File: src/logic/sfra_pkg.sv
// Constants, field layout and state types of the safety fault reaction block
`default_nettype none
package sfra_pkg;
  // ****************************************
  // Fail-safe inputs and fieldbus control word
  // ****************************************
  localparam int SFRA_NFDI = 2;
  localparam int FDI_STO = 0;
  localparam int FDI_ACK = 1;
  localparam int FB_W = 8;
  localparam int FB_STO_B = 0;
  localparam int FB_SS1_B = 1;
  localparam int FB_ACK_B = 7;
  // Sequence detector lanes and their idle levels
  localparam int SEQ_W = 5;
  localparam logic [SEQ_W-1:0] SEQ_IDLE = 5'h1C;

  // ****************************************
  // Register map (byte addresses)
  // ****************************************
  localparam int AW = 8;
  localparam logic [AW-1:0] OFF_CTRL = 8'h00;
  localparam logic [AW-1:0] OFF_ACK = 8'h04;
  localparam logic [AW-1:0] OFF_STAT = 8'h08;
  localparam logic [AW-1:0] OFF_RAMP = 8'h0C;
  localparam logic [AW-1:0] OFF_MON = 8'h10;
  // Field positions
  localparam int CTRL_REACT_B = 0;
  localparam int CTRL_TRQ_B = 1;
  localparam int ACK_STD_B = 0;
  localparam int ACK_GEN_B = 1;
  localparam int STAT_GEN_B = 0;
  localparam int STAT_INT_B = 1;
  localparam int STAT_STOP_B = 2;
  localparam int STAT_DISC_B = 4;
  localparam int STAT_ARM_B = 6;
  localparam int STAT_SPD_B = 7;
  localparam int SPD_W = 16;
  localparam int MON_SST_B = 16;
  // Reset values
  localparam logic [1:0] CTRL_RST = 2'h0;
  localparam logic [SPD_W-1:0] RAMP_RST = 16'h0064;
  localparam logic [31:0] MON_RST = 32'h0008_0010;
  localparam logic [31:0] ZERO32 = 32'h0000_0000;

  // ****************************************
  // State types
  // ****************************************
  typedef enum logic [1:0] {
    SFRA_RUN = 2'b00,
    SFRA_RAMP = 2'b01,
    SFRA_CUT = 2'b10
  } sfra_stop_e;

  typedef enum logic [1:0] {
    SFRA_SEQ_WAIT = 2'b00,
    SFRA_SEQ_FIRST = 2'b01,
    SFRA_SEQ_MID = 2'b10
  } sfra_seq_e;
endpackage
`default_nettype wire

File: src/logic/sfra_top.sv
// Safety fault classification, stop reaction and fail-safe acknowledgement
//
// Behaviour
// - Immediate cutoff removes torque at once, no braking phase.
// - Ramped stop brakes on fast-stop ramp to standstill, then cuts off.
// - Ramped stop under torque control forces speed control.
// - Ramped stop deceleration is supervised like safe stop one.
// - Leaving the ramp aborts braking and cuts torque off.
// - Internal events react with cutoff or ramped stop.
// - Cross-check fault as cause gives immediate cutoff.
// - Cross-check alarm with no safety function active is dropped.
// - Cross-check alarm with safe torque off active gives cutoff.
// - Cross-check alarm with another safety function active and safe torque off inactive gives ramped stop.
// - Cross-check hardware or firmware fault is an internal event.
// - Speed limit violation is an internal event.
// - Internal events clear only by fail-safe acknowledgement.
// - Discrepant fail-safe input is read as zero.
// - Discrepant input stays safe until fail-safe ack or power-on reset.
// - General faults clear without fail-safe acknowledgement.
// - Power-on reset acknowledges all safety faults.
//
// Decided for this implementation: the APB slave port and the placing of the registers.
`default_nettype none
module sfra_top
  import sfra_pkg::*;
(
  // Clock and reset
  input wire logic sys_clk_i,
  input wire logic rst_i,
  // APB slave
  input wire logic psel_i,
  input wire logic penable_i,
  input wire logic pwrite_i,
  input wire logic [AW-1:0] paddr_i,
  input wire logic [31:0] pwdata_i,
  input wire logic [3:0] pstrb_i,
  output logic [31:0] prdata_o,
  output logic pready_o,
  output logic pslverr_o,
  // Fail-safe input pins
  input wire logic [SFRA_NFDI-1:0] fdi_pin_i,
  // Fieldbus control word and safety function state
  input wire logic [FB_W-1:0] fb_ctrl_i,
  input wire logic sto_active_i,
  input wire logic other_sf_active_i,
  input wire logic [SPD_W-1:0] speed_i,
  // Fault events, one-cycle pulses
  input wire logic xcheck_fault_i,
  input wire logic xcheck_alarm_i,
  input wire logic speed_viol_i,
  input wire logic param_fault_i,
  input wire logic accept_test_i,
  input wire logic [SFRA_NFDI-1:0] disc_i,
  // Reactions and status
  output logic torque_off_o,
  output logic ramp_active_o,
  output logic speed_mode_o,
  output logic [SPD_W-1:0] speed_setpoint_o,
  output logic internal_event_o,
  output logic general_fault_o,
  output logic [SFRA_NFDI-1:0] fdi_safe_o
);
  // ****************************************
  // Declarations
  // ****************************************
  logic [SFRA_NFDI-1:0] sync1;
  logic [SFRA_NFDI-1:0] sync2;
  logic [SFRA_NFDI-1:0] disc_hold;
  logic [SFRA_NFDI-1:0] fdi_eval;
  logic [SEQ_W-1:0] seq_lvl;
  logic [SEQ_W-1:0] seq_hit;
  logic fs_ack;
  logic ack_armed;
  logic full_ack;
  logic int_event;
  logic gen_fault;
  logic gen_set;
  sfra_stop_e stop_state;
  sfra_stop_e next_stop;
  logic cut_req;
  logic ramp_req;
  logic ramp_start;
  logic ramp_act;
  logic ramp_sst;
  logic ramp_viol;
  logic [SPD_W-1:0] ramp_sp;
  logic [1:0] ctrl;
  logic [SPD_W-1:0] ramp_div;
  logic [31:0] mon;
  logic [31:0] wmask;
  logic wr_en;
  logic std_ack_wr;
  logic gen_clr_wr;
  logic [31:0] rd_val;
  logic rd_hit;

  // ****************************************
  // Pin synchronisers and discrepancy hold
  // ****************************************
  genvar g;
  generate
    for (g = 0; g < SFRA_NFDI; g++) begin : g_fdi
      // Two stages before any logic sees the pin
      always_ff @(posedge sys_clk_i) begin
        if (rst_i) begin
          sync1[g] <= 1'b0;
          sync2[g] <= 1'b0;
        end else begin
          sync1[g] <= fdi_pin_i[g];
          sync2[g] <= sync1[g];
        end
      end
      always_ff @(posedge sys_clk_i) begin
        if (rst_i) begin
          disc_hold[g] <= 1'b0;
        end else if (disc_i[g]) begin
          disc_hold[g] <= 1'b1; // New discrepancy beats a clear
        end else if (full_ack) begin
          disc_hold[g] <= 1'b0;
        end
      end
      assign fdi_eval[g] = sync2[g] & ~disc_hold[g];
    end
  endgenerate

  // Evaluated fail-safe inputs
  always_ff @(posedge sys_clk_i) begin
    if (rst_i) fdi_safe_o <= '0;
    else fdi_safe_o <= fdi_eval;
  end

  // ****************************************
  // Fail-safe acknowledgement
  // ****************************************
  // acknowledge pulse lanes, a discrepant select lane held idle
  assign seq_lvl = {fb_ctrl_i[FB_STO_B], fb_ctrl_i[FB_SS1_B],
                    sync2[FDI_STO] | disc_hold[FDI_STO], fb_ctrl_i[FB_ACK_B], fdi_eval[FDI_ACK]};

  sfra_seq_det u_seq (
    .sys_clk_i(sys_clk_i),
    .rst_i(rst_i),
    .level_i(seq_lvl),
    .seq_o(seq_hit)
  );

  assign fs_ack = |seq_hit;
  assign full_ack = std_ack_wr & (ack_armed | fs_ack);

  // Armed by a fail-safe sequence, consumed by the standard ack
  always_ff @(posedge sys_clk_i) begin
    if (rst_i) ack_armed <= 1'b0;
    else if (std_ack_wr) ack_armed <= 1'b0; // A same-cycle sequence is used up here
    else if (fs_ack) ack_armed <= 1'b1;
  end

  // ****************************************
  // Fault classification
  // ****************************************
  // general faults, set beats clear
  assign gen_set = param_fault_i | accept_test_i;
  always_ff @(posedge sys_clk_i) begin
    if (rst_i) gen_fault <= 1'b0;
    else if (gen_set) gen_fault <= 1'b1;
    else if (gen_clr_wr) gen_fault <= 1'b0;
  end

  always_ff @(posedge sys_clk_i) begin
    if (rst_i) begin
      int_event <= 1'b0;
    end else if (xcheck_fault_i || speed_viol_i ||
                 (xcheck_alarm_i && (sto_active_i || other_sf_active_i))) begin
      int_event <= 1'b1;
    end else if (full_ack) begin
      int_event <= 1'b0;
    end
  end

  assign cut_req = xcheck_fault_i | (xcheck_alarm_i & sto_active_i) |
                   (speed_viol_i & ~ctrl[CTRL_REACT_B]);
  assign ramp_req = (xcheck_alarm_i & ~sto_active_i & other_sf_active_i) |
                    (speed_viol_i & ctrl[CTRL_REACT_B]);

  // ****************************************
  // Stop reaction state machine
  // ****************************************
  always_comb begin
    next_stop = stop_state;
    ramp_start = 1'b0;
    unique case (stop_state)
      SFRA_RUN: begin
        if (cut_req) begin
          next_stop = SFRA_CUT;
        end else if (ramp_req) begin
          next_stop = SFRA_RAMP;
          ramp_start = 1'b1;
        end
      end
      SFRA_RAMP: begin
        if (cut_req || ramp_viol || ramp_sst) next_stop = SFRA_CUT;
      end
      SFRA_CUT: begin
        if (full_ack && !cut_req && !ramp_req) next_stop = SFRA_RUN;
      end
      default: next_stop = SFRA_CUT;
    endcase
  end

  always_ff @(posedge sys_clk_i) begin
    if (rst_i) stop_state <= SFRA_RUN;
    else stop_state <= next_stop;
  end

  // Reaction outputs
  always_ff @(posedge sys_clk_i) begin
    if (rst_i) begin
      torque_off_o <= 1'b0;
      ramp_active_o <= 1'b0;
      speed_mode_o <= 1'b0;
      internal_event_o <= 1'b0;
      general_fault_o <= 1'b0;
      speed_setpoint_o <= '0;
    end else begin
      torque_off_o <= (next_stop == SFRA_CUT);
      ramp_active_o <= (next_stop == SFRA_RAMP);
      speed_mode_o <= (next_stop == SFRA_RAMP) & ctrl[CTRL_TRQ_B];
      internal_event_o <= int_event;
      general_fault_o <= gen_fault;
      speed_setpoint_o <= ramp_sp;
    end
  end

  sfra_ramp u_ramp (
    .sys_clk_i(sys_clk_i),
    .rst_i(rst_i),
    .start_i(ramp_start),
    .abort_i(cut_req),
    .speed_i(speed_i),
    .ramp_div_i(ramp_div),
    .tol_i(mon[SPD_W-1:0]),
    .sst_i(mon[MON_SST_B +: SPD_W]),
    .active_o(ramp_act),
    .setpoint_o(ramp_sp),
    .standstill_o(ramp_sst),
    .viol_o(ramp_viol)
  );

  // ****************************************
  // APB register file
  // ****************************************
  assign wr_en = psel_i & penable_i & pready_o & pwrite_i & ~pslverr_o;
  assign wmask = {{8{pstrb_i[3]}}, {8{pstrb_i[2]}}, {8{pstrb_i[1]}}, {8{pstrb_i[0]}}};
  assign std_ack_wr = wr_en & (paddr_i == OFF_ACK) & pstrb_i[0] & pwdata_i[ACK_STD_B];
  assign gen_clr_wr = wr_en & (paddr_i == OFF_ACK) & pstrb_i[0] & pwdata_i[ACK_GEN_B];

  // Read mux and address decode
  always_comb begin
    rd_val = ZERO32;
    rd_hit = 1'b1;
    unique case (paddr_i)
      OFF_CTRL: rd_val[CTRL_TRQ_B:CTRL_REACT_B] = ctrl;
      OFF_ACK: rd_val = ZERO32;
      OFF_STAT: begin
        rd_val[STAT_GEN_B] = gen_fault;
        rd_val[STAT_INT_B] = int_event;
        rd_val[STAT_STOP_B +: $bits(sfra_stop_e)] = stop_state;
        rd_val[STAT_DISC_B +: SFRA_NFDI] = disc_hold;
        rd_val[STAT_ARM_B] = ack_armed;
        rd_val[STAT_SPD_B] = ramp_act & ctrl[CTRL_TRQ_B];
      end
      OFF_RAMP: rd_val[SPD_W-1:0] = ramp_div;
      OFF_MON: rd_val = mon;
      default: rd_hit = 1'b0;
    endcase
  end

  // Answer one cycle after setup
  always_ff @(posedge sys_clk_i) begin
    if (rst_i) begin
      pready_o <= 1'b0;
      prdata_o <= ZERO32;
      pslverr_o <= 1'b0;
    end else begin
      pready_o <= psel_i & ~penable_i & ~pready_o;
      prdata_o <= (psel_i && !penable_i && !pwrite_i) ? rd_val : ZERO32;
      pslverr_o <= psel_i & ~penable_i & ~rd_hit;
    end
  end

  // Writable configuration
  always_ff @(posedge sys_clk_i) begin
    if (rst_i) begin
      ctrl <= CTRL_RST;
      ramp_div <= RAMP_RST;
      mon <= MON_RST;
    end else if (wr_en) begin
      if (paddr_i == OFF_CTRL && pstrb_i[0]) ctrl <= pwdata_i[CTRL_TRQ_B:CTRL_REACT_B];
      if (paddr_i == OFF_RAMP) begin
        ramp_div <= (ramp_div & ~wmask[SPD_W-1:0]) | (pwdata_i[SPD_W-1:0] & wmask[SPD_W-1:0]);
      end
      if (paddr_i == OFF_MON) mon <= (mon & ~wmask) | (pwdata_i & wmask);
    end
  end
endmodule
`default_nettype wire

File: src/logic/sfra_seq_det.sv
// Edge sequence detector for fail-safe acknowledgement pulses
`default_nettype none
module sfra_seq_det
  import sfra_pkg::*;
(
  // Clock and reset
  input wire logic sys_clk_i,
  input wire logic rst_i,
  // Sampled levels and detected sequences
  input wire logic [SEQ_W-1:0] level_i,
  output logic [SEQ_W-1:0] seq_o
);
  // ****************************************
  // One tracker per lane: idle, active, idle
  // ****************************************
  genvar g;
  generate
    for (g = 0; g < SEQ_W; g++) begin : g_lane
      sfra_seq_e st;
      always_ff @(posedge sys_clk_i) begin
        if (rst_i) begin
          st <= SFRA_SEQ_WAIT;
          seq_o[g] <= 1'b0;
        end else begin
          seq_o[g] <= 1'b0;
          unique case (st)
            SFRA_SEQ_WAIT: begin
              if (level_i[g] == SEQ_IDLE[g]) st <= SFRA_SEQ_FIRST;
            end
            SFRA_SEQ_FIRST: begin
              if (level_i[g] != SEQ_IDLE[g]) st <= SFRA_SEQ_MID;
            end
            SFRA_SEQ_MID: begin
              if (level_i[g] == SEQ_IDLE[g]) begin
                st <= SFRA_SEQ_FIRST; // Return to idle closes the pulse
                seq_o[g] <= 1'b1;
              end
            end
            default: st <= SFRA_SEQ_WAIT;
          endcase
        end
      end
    end
  endgenerate
endmodule
`default_nettype wire

File: src/logic/sfra_ramp.sv
// Monitored fast-stop ramp generator with standstill and deviation detection
`default_nettype none
module sfra_ramp
  import sfra_pkg::*;
(
  // Clock and reset
  input wire logic sys_clk_i,
  input wire logic rst_i,
  // Control
  input wire logic start_i,
  input wire logic abort_i,
  input wire logic [SPD_W-1:0] speed_i,
  input wire logic [SPD_W-1:0] ramp_div_i,
  input wire logic [SPD_W-1:0] tol_i,
  input wire logic [SPD_W-1:0] sst_i,
  // Status
  output logic active_o,
  output logic [SPD_W-1:0] setpoint_o,
  output logic standstill_o,
  output logic viol_o
);
  logic [SPD_W-1:0] div_cnt;
  logic [SPD_W:0] limit;

  // Allowed speed is the ramp setpoint plus tolerance
  assign limit = {1'b0, setpoint_o} + {1'b0, tol_i};

  // ****************************************
  // Ramp and supervision
  // ****************************************
  // fast-stop ramp
  always_ff @(posedge sys_clk_i) begin
    if (rst_i) begin
      active_o <= 1'b0;
      setpoint_o <= '0;
      div_cnt <= '0;
      standstill_o <= 1'b0;
      viol_o <= 1'b0;
    end else begin
      standstill_o <= 1'b0;
      viol_o <= 1'b0;
      if (start_i && !active_o) begin
        active_o <= 1'b1;
        setpoint_o <= speed_i;
        div_cnt <= ramp_div_i;
      end else if (active_o) begin
        if (abort_i) begin
          active_o <= 1'b0;
        end else if ({1'b0, speed_i} > limit) begin
          active_o <= 1'b0; // Motor left the ramp
          viol_o <= 1'b1;
        end else if (speed_i <= sst_i) begin
          active_o <= 1'b0;
          standstill_o <= 1'b1;
        end else if (div_cnt == '0) begin
          div_cnt <= ramp_div_i;
          if (setpoint_o != '0) setpoint_o <= setpoint_o - 1'b1;
        end else begin
          div_cnt <= div_cnt - 1'b1;
        end
      end
    end
  end
endmodule
`default_nettype wire

File: config.mk
export PLATFORM = sky130hd
export DESIGN_NAME = sfra_top
export DESIGN_NICKNAME = d
export VERILOG_FILES = /design/src/logic/sfra_pkg.sv /design/src/logic/sfra_top.sv /design/src/logic/sfra_seq_det.sv /design/src/logic/sfra_ramp.sv
export SDC_FILE = /design/constraint.sdc
export NUM_CORES = 1
export LEC_CHECK = 0
export ABC_AREA = 1
export BUFFER_PORTS_ARGS = -buffer_cell sky130_fd_sc_hd__buf_2
export CORE_UTILIZATION = 50
export DETAILED_ROUTE_END_ITERATION = 8
export PLACE_DENSITY = 0.7
export SLEW_MARGIN = 15
export SYNTH_ARGS = -nofsm -noshare
export SYNTH_HDL_FRONTEND = slang
export SYNTH_HIERARCHICAL = 1
export SYNTH_SLANG_ARGS = --single-unit
File: constraint.sdc
create_clock -name sys_clk_i -period 6 [get_ports sys_clk_i]
set_input_delay 0.3 -clock sys_clk_i [delete_from_list [all_inputs] [get_ports sys_clk_i]]
set_output_delay 0.3 -clock sys_clk_i [all_outputs]
set_load 0.005 [all_outputs]
Word-level counts from Yosys, hierarchy flattened
Index checks and enable logic that the tools add are counted.
{ "totals": {"reg_bits": 168, "input_bits": 84, "output_inout_bits": 57} }
{ "op_classes": {"n_addsub": 3, "n_lt_le_gt_ge": 2, "eq_ne": 31, "mux": 58, "bitwise": 51, "reduce_logical": 60} }
{ "op_table": {"columns": ["operator", "n"], "rows": [
  ["$mux W16", 13],
  ["$and A32 B32 Y32", 2],
  ["$and A16 B16 Y16", 2],
  ["$not A32 Y32", 1],
  ["$or A32 B32 Y32", 1],
  ["$sub A16 B1 Y16 const B", 2],
  ["$mux W2", 14],
  ["$reduce_or A2 Y1", 12],
  ["$mux W1", 22],
  ["$and A1 B1 Y1", 21],
  ["$pmux W2 S2", 5],
  ["$pmux W6 S3", 1],
  ["$add A16 B16 Y17", 1],
  ["$gt A16 B17 Y1", 1],
  ["$eq A8 B4 Y1 const B", 2],
  ["$le A16 B16 Y1", 1],
  ["$logic_not A16 Y1", 1],
  ["$not A1 Y1", 16],
  ["$not A16 Y16", 1],
  ["$or A16 B16 Y16", 1],
  ["$pmux W8 S2", 1],
  ["$reduce_and A2 Y1", 8],
  ["$reduce_bool A16 Y1", 1],
  ["$reduce_or A5 Y1", 3],
  ["other kinds (19)", 72]
]} }

Longest topological paths before layout
{ "logic_depth": {"depth_word": 14, "ltp_mapped": 23, "depth_no_buf": 22} }

Hierarchy
The synthesis kept the hierarchy.
{ "modules_own_cells": {"columns": ["module", "instances", "cells_per_inst", "area_each_um2"], "rows": [
  ["sfra_top", 1, 577, 4421.7],
  ["sfra_ramp", 1, 618, 3885.0],
  ["sfra_seq_det", 1, 62, 485.5]
]} }

Least setup slack after synthesis
OpenSTA, ideal clock, no wires.
{ "synth_path": {"path_kind": "reg2reg", "start": "reg u_ramp.setpoint_o[0]", "end": "reg u_ramp.div_cnt[12]", "setup_ns": 0.064, "arrival_time_ns": 2.854, "path_slack_ns": 3.082, "stages_incl_launch_ff": 22, "n_path_buf": 2, "synth_period_minus_slack_ns": 2.918, "cell_sequence": "dfxtp_1 -> ha_1 -> fa_1 -> nand3_1 -> nand2_2 -> a21oi_1 -> o21ai_0 -> xnor2_1 -> ha_1 -> a21oi_1 -> nor3_1 -> nor3_1 -> nand2_1 -> nand2_1 -> nand2_1 -> nand2_2 -> nand2_2 -> nand2_2 -> buf_6 -> buf_6 -> nor2_2 -> nor2_1"} }
{ "synth_via": {"elab_chain_len": 4} }
{ "synth_rtl": {"columns": ["element", "line_no", "rtl"], "rows": [
  ["start, declared", "sfra_ramp.sv:18", "output logic [SPD_W-1:0] setpoint_o,"],
  ["start signal, assigned", "sfra_ramp.sv:44", "setpoint_o <= speed_i;"],
  ["start signal, assigned", "sfra_ramp.sv:57", "if (setpoint_o != '0) setpoint_o <= setpoint_o - 1'b1;"],
  ["$add A16 B16 Y17", "sfra_ramp.sv:26", "assign limit = {1'b0, setpoint_o} + {1'b0, tol_i};"],
  ["$gt A16 B17 Y1", "sfra_ramp.sv:49", "end else if ({1'b0, speed_i} > limit) begin"],
  ["$ne A2 B1 Y1 (no source line)", null, null],
  ["$reduce_and A4 Y1 (no source line)", null, null],
  ["end signal, assigned", "sfra_ramp.sv:45", "div_cnt <= ramp_div_i;"],
  ["end signal, assigned", "sfra_ramp.sv:56", "div_cnt <= ramp_div_i;"],
  ["end signal, assigned", "sfra_ramp.sv:59", "div_cnt <= div_cnt - 1'b1;"],
  ["end, declared", "sfra_ramp.sv:22", "logic [SPD_W-1:0] div_cnt;"]
]} }
Every way passes these cells.
A chain may end at the register's enable or synchronous reset.

Worst setup path after layout
{ "layout_path": {"start": "reg u_ramp.setpoint_o[0]", "end": "reg u_ramp.div_cnt[1]"} }
The elaborated chain is that of the path after synthesis.

==> impl_metrics.csv <==
group,metric,value,unit
status,status,"finished, final reports clean",
synthesis,netlist_area,8792,µm²
power_and_ir_drop,p_per_area,239.7,nW/µm²
worst_hold_path,hp-class,"in2reg",
grt,grt_max_degree,67,
grt,grt_pass1_wl,36330,µm
sta,tns,0,ns
grt,track_usage,0.2544,
sta,postLayoutSetupSlackWorst,2.316,ns
floorplanning,dieArea,18120,µm²
synthesis,synth_cells,1257,
placement,dpl_cell_area,9579,µm²
sta,fin_crit_sh,0.6141,
synthesis,synth_top_area_frac,0.3825,
grt,antenna_found_initial,0,
cells_and_area,final_common_cell,"nand2_1",
clock_tree,post-cts-setup-buffers,0,
worst_setup_path,crit_required,6.32,ns
routing,routedWlPerCell,13.78,µm
worst_setup_path,r2r-start,"u_ramp/setpoint_o[0]$_SDFFE_PP0P_",
sta,worst_pin_slew,1.080,ns
synthesis,seq_area_frac_synth,0.3825,
sta,finClkSkew,0.01025,ns
worst_setup_path,cp_data_arrival_time,4.01,ns
placement,io_buffers,135,
sta,max_freq,271.4,MHz
routing,wl,22270,µm
synthesis,syn_area_per_cell,6.995,µm²
clock_tree,root_buffer,"clkbuf_16",
clock_tree,clk_latency,0.43,ns
worst_hold_path,worstHoldPathCells,3,
sta,finalHoldViolations,0,
synthesis,yosys-top-cells-area,"dfxtp_1 38%, nand2_1 11%, nor2_1 9.8%, ha_1 7.3%, inv_1 6.4%",
worst_setup_path,cp_max_fo,29,
routing,firstDrtPassIters,5,
clock_tree,cts.clk_slew.worst_paths,0.07,ns
worst_setup_path,crit_path_end_kind,"flop",
clock_tree,cts_buffers,17,
clock_tree,tritoncts,"yes",
clock_tree,postCtsHoldBufs,0,
worst_setup_path,r2r_cells,20,
routing,ant_nets,0,
floorplanning,num_rows,48,
routing,drc_errors,0,
placement,dp_hpwl,16490,µm
cells_and_area,diodes,0,
cells_and_area,syn2layout_area_growth,15.64,%
worst_setup_path,start_kind,"flop",
worst_hold_path,holdPathEnd,"sync1[1]$_SDFF_PP0_",
placement,place_congestion,0.8618,
power_and_ir_drop,p_leak,4.858,nW
power_and_ir_drop,power.total,2.438,mW
sta,final.min_clock_period,3.684,ns
placement,preCtsSetupSlack,2.386,ns
synthesis,synth-seq-cells,168,
cells_and_area,final_core_util,0.5899,
clock_tree,cts_resized,0,
floorplanning,coreArea,17240,µm²
cells_and_area,final_area,10170,µm²
clock_tree,clock_path_buffers,2,
synthesis,ys_types,46,
power_and_ir_drop,ir_worst_vdd,201.6,µV
floorplanning,die_w,134.6,µm
synthesis,yosys_warnings,6,
worst_setup_path,critPathKind,"reg2reg",
routing,viasPerCell,5.106,
synthesis,synth_fp_nets,1393,
floorplanning,fp.dieH,134.6,µm
sta,setup_viol,0,
sta,slew_viol_final,0,
cells_and_area,final_nets,1514,
cells_and_area,mostFrequentLayoutCells,"268 x nand2_1, 229 x nor2_1, 168 x dfxtp_1",
floorplanning,initial_utilization,0.5101,
routing,drt_iter0_markers,655,
clock_tree,ctsHtreeMaxLevel,4,
cells_and_area,drive_gt1_frac,0.1538,
routing,vias,8251,
synthesis,synth_top_area_cell,"dfxtp_1",
job,maxCapViolations,0,
grt,grt_pass1_vias,7505,
worst_setup_path,rrSetupSlack,2.32,ns
worst_hold_path,worstHoldStart,"fdi_pin_i[1]",
worst_setup_path,r2r_end,"u_ramp/div_cnt[1]$_SDFFE_PP0P_",
grt,grt_overflow,0,
sta,maxSlewHeadroom,0.2791,
sta,rsz0062_at_grt,"false",
clock_tree,cts.sinks,168,
floorplanning,pin_count,141,
## per-stage QoR
step,hold WS (ns),instances
after floorplan,0.3724,1257
after global placement,0.3917,1584
after detailed placement,0.3984,1584
final,0.06798,1616
after global routing,0.07577,1616
after CTS,0.05213,1616
## worst max path at each step
| stage | to | from | slack (ns) |
|---|---|---|---|
| floorplan | u_ramp/div_cnt[12]$_SDFFE_PP0P_ | u_ramp/setpoint_o[0]$_SDFFE_PP0P_ | 3.08 |
| global placement | u_ramp/div_cnt[0]$_SDFFE_PP0P_ | u_ramp/setpoint_o[0]$_SDFFE_PP0P_ | 2.37 |
| detailed placement | u_ramp/div_cnt[1]$_SDFFE_PP0P_ | u_ramp/setpoint_o[0]$_SDFFE_PP0P_ | 2.39 |
| CTS | u_ramp/div_cnt[1]$_SDFFE_PP0P_ | u_ramp/setpoint_o[0]$_SDFFE_PP0P_ | 2.36 |
| global route | u_ramp/div_cnt[0]$_SDFFE_PP0P_ | u_ramp/setpoint_o[6]$_SDFFE_PP0P_ | 2.01 |
| finish | u_ramp/div_cnt[1]$_SDFFE_PP0P_ | u_ramp/setpoint_o[0]$_SDFFE_PP0P_ | 2.32 |
## final cells by class
class / count / area [µm²]
clock inverter: 14 / 148.9
tap: 225 / 281.5
clock buffer: 18 / 439.2
sequential: 168 / 3363
timing repair buffer: 141 / 720.7
inverter: 155 / 586.8
multi-input combinational: 895 / 4627
fill: 1627 / 7069
## kinds of logic (layout without fill, tap and decap cells)
kind of cell / count (synthesis) / count (layout) / share of synthesized area
AO/OA/AOI/OAI: 149 / 149 / 0.09165
XOR/XNOR: 24 / 24 / 0.02391
adder cells (fa/ha/maj): 52 / 52 / 0.07485
buffers and inverters: 194 / 328 / 0.09150
flip-flops: 168 / 168 / 0.3825
multiplexers: 6 / 6 / 0.006831
AND/OR/NAND/NOR: 664 / 664 / 0.3287
## routing by layer
| metal | up-vias | wire [µm] | track usage |
|---|---|---|---|
| li1 | 4292 | - | - |
| met1 | 3698 | 10210 | 0.3300 |
| met2 | 227 | 10200 | 0.4214 |
| met3 | 34 | 1435 | 0.05556 |
| met4 | 0 | 419 | 0.07928 |
| met5 | - | 0 | 0 |
## power by group
group          total, mW  switching (mW)  internal, mW
clock network       1.09           0.518         0.569
registers           1.14          0.0111          1.13
logic              0.212           0.133        0.0785
## cell usage after synthesis, drive strengths merged
library cell	n
a21boi	2
a21o	4
a21oi	78
a31oi	4
and2	1
and3	2
buf	25
clkbuf	14
dfxtp	168
fa	1
ha	51
inv	155
mux2i	6
nand2	278
nand3	67
nand3b	10
nand4	44
nor2	244
nor3	15
nor4	2
o21a	1
o21ai	46
o21bai	1
o22ai	10
o31ai	3
or2	1
xnor2	14
xor2	10
## critical path, stage by stage, from the launching register on
cell     delay, ns
dfxtp_1       0.38
ha_1          0.23
fa_1          0.42
nand3_1       0.10
nand2_2       0.09
a21oi_1       0.20
o21ai_0       0.12
xnor2_1       0.15
ha_1          0.30
a21oi_1       0.13
nor3_1        0.06
nor3_1        0.18
nand2_1       0.09
nand2_1       0.06
nand2_1       0.08
nand2_2       0.10
nand2_2       0.08
nand2_2       0.48
inv_1         0.16
nor2_1        0.12
nor2_1        0.05
Power figures use the tool's default switching activity.
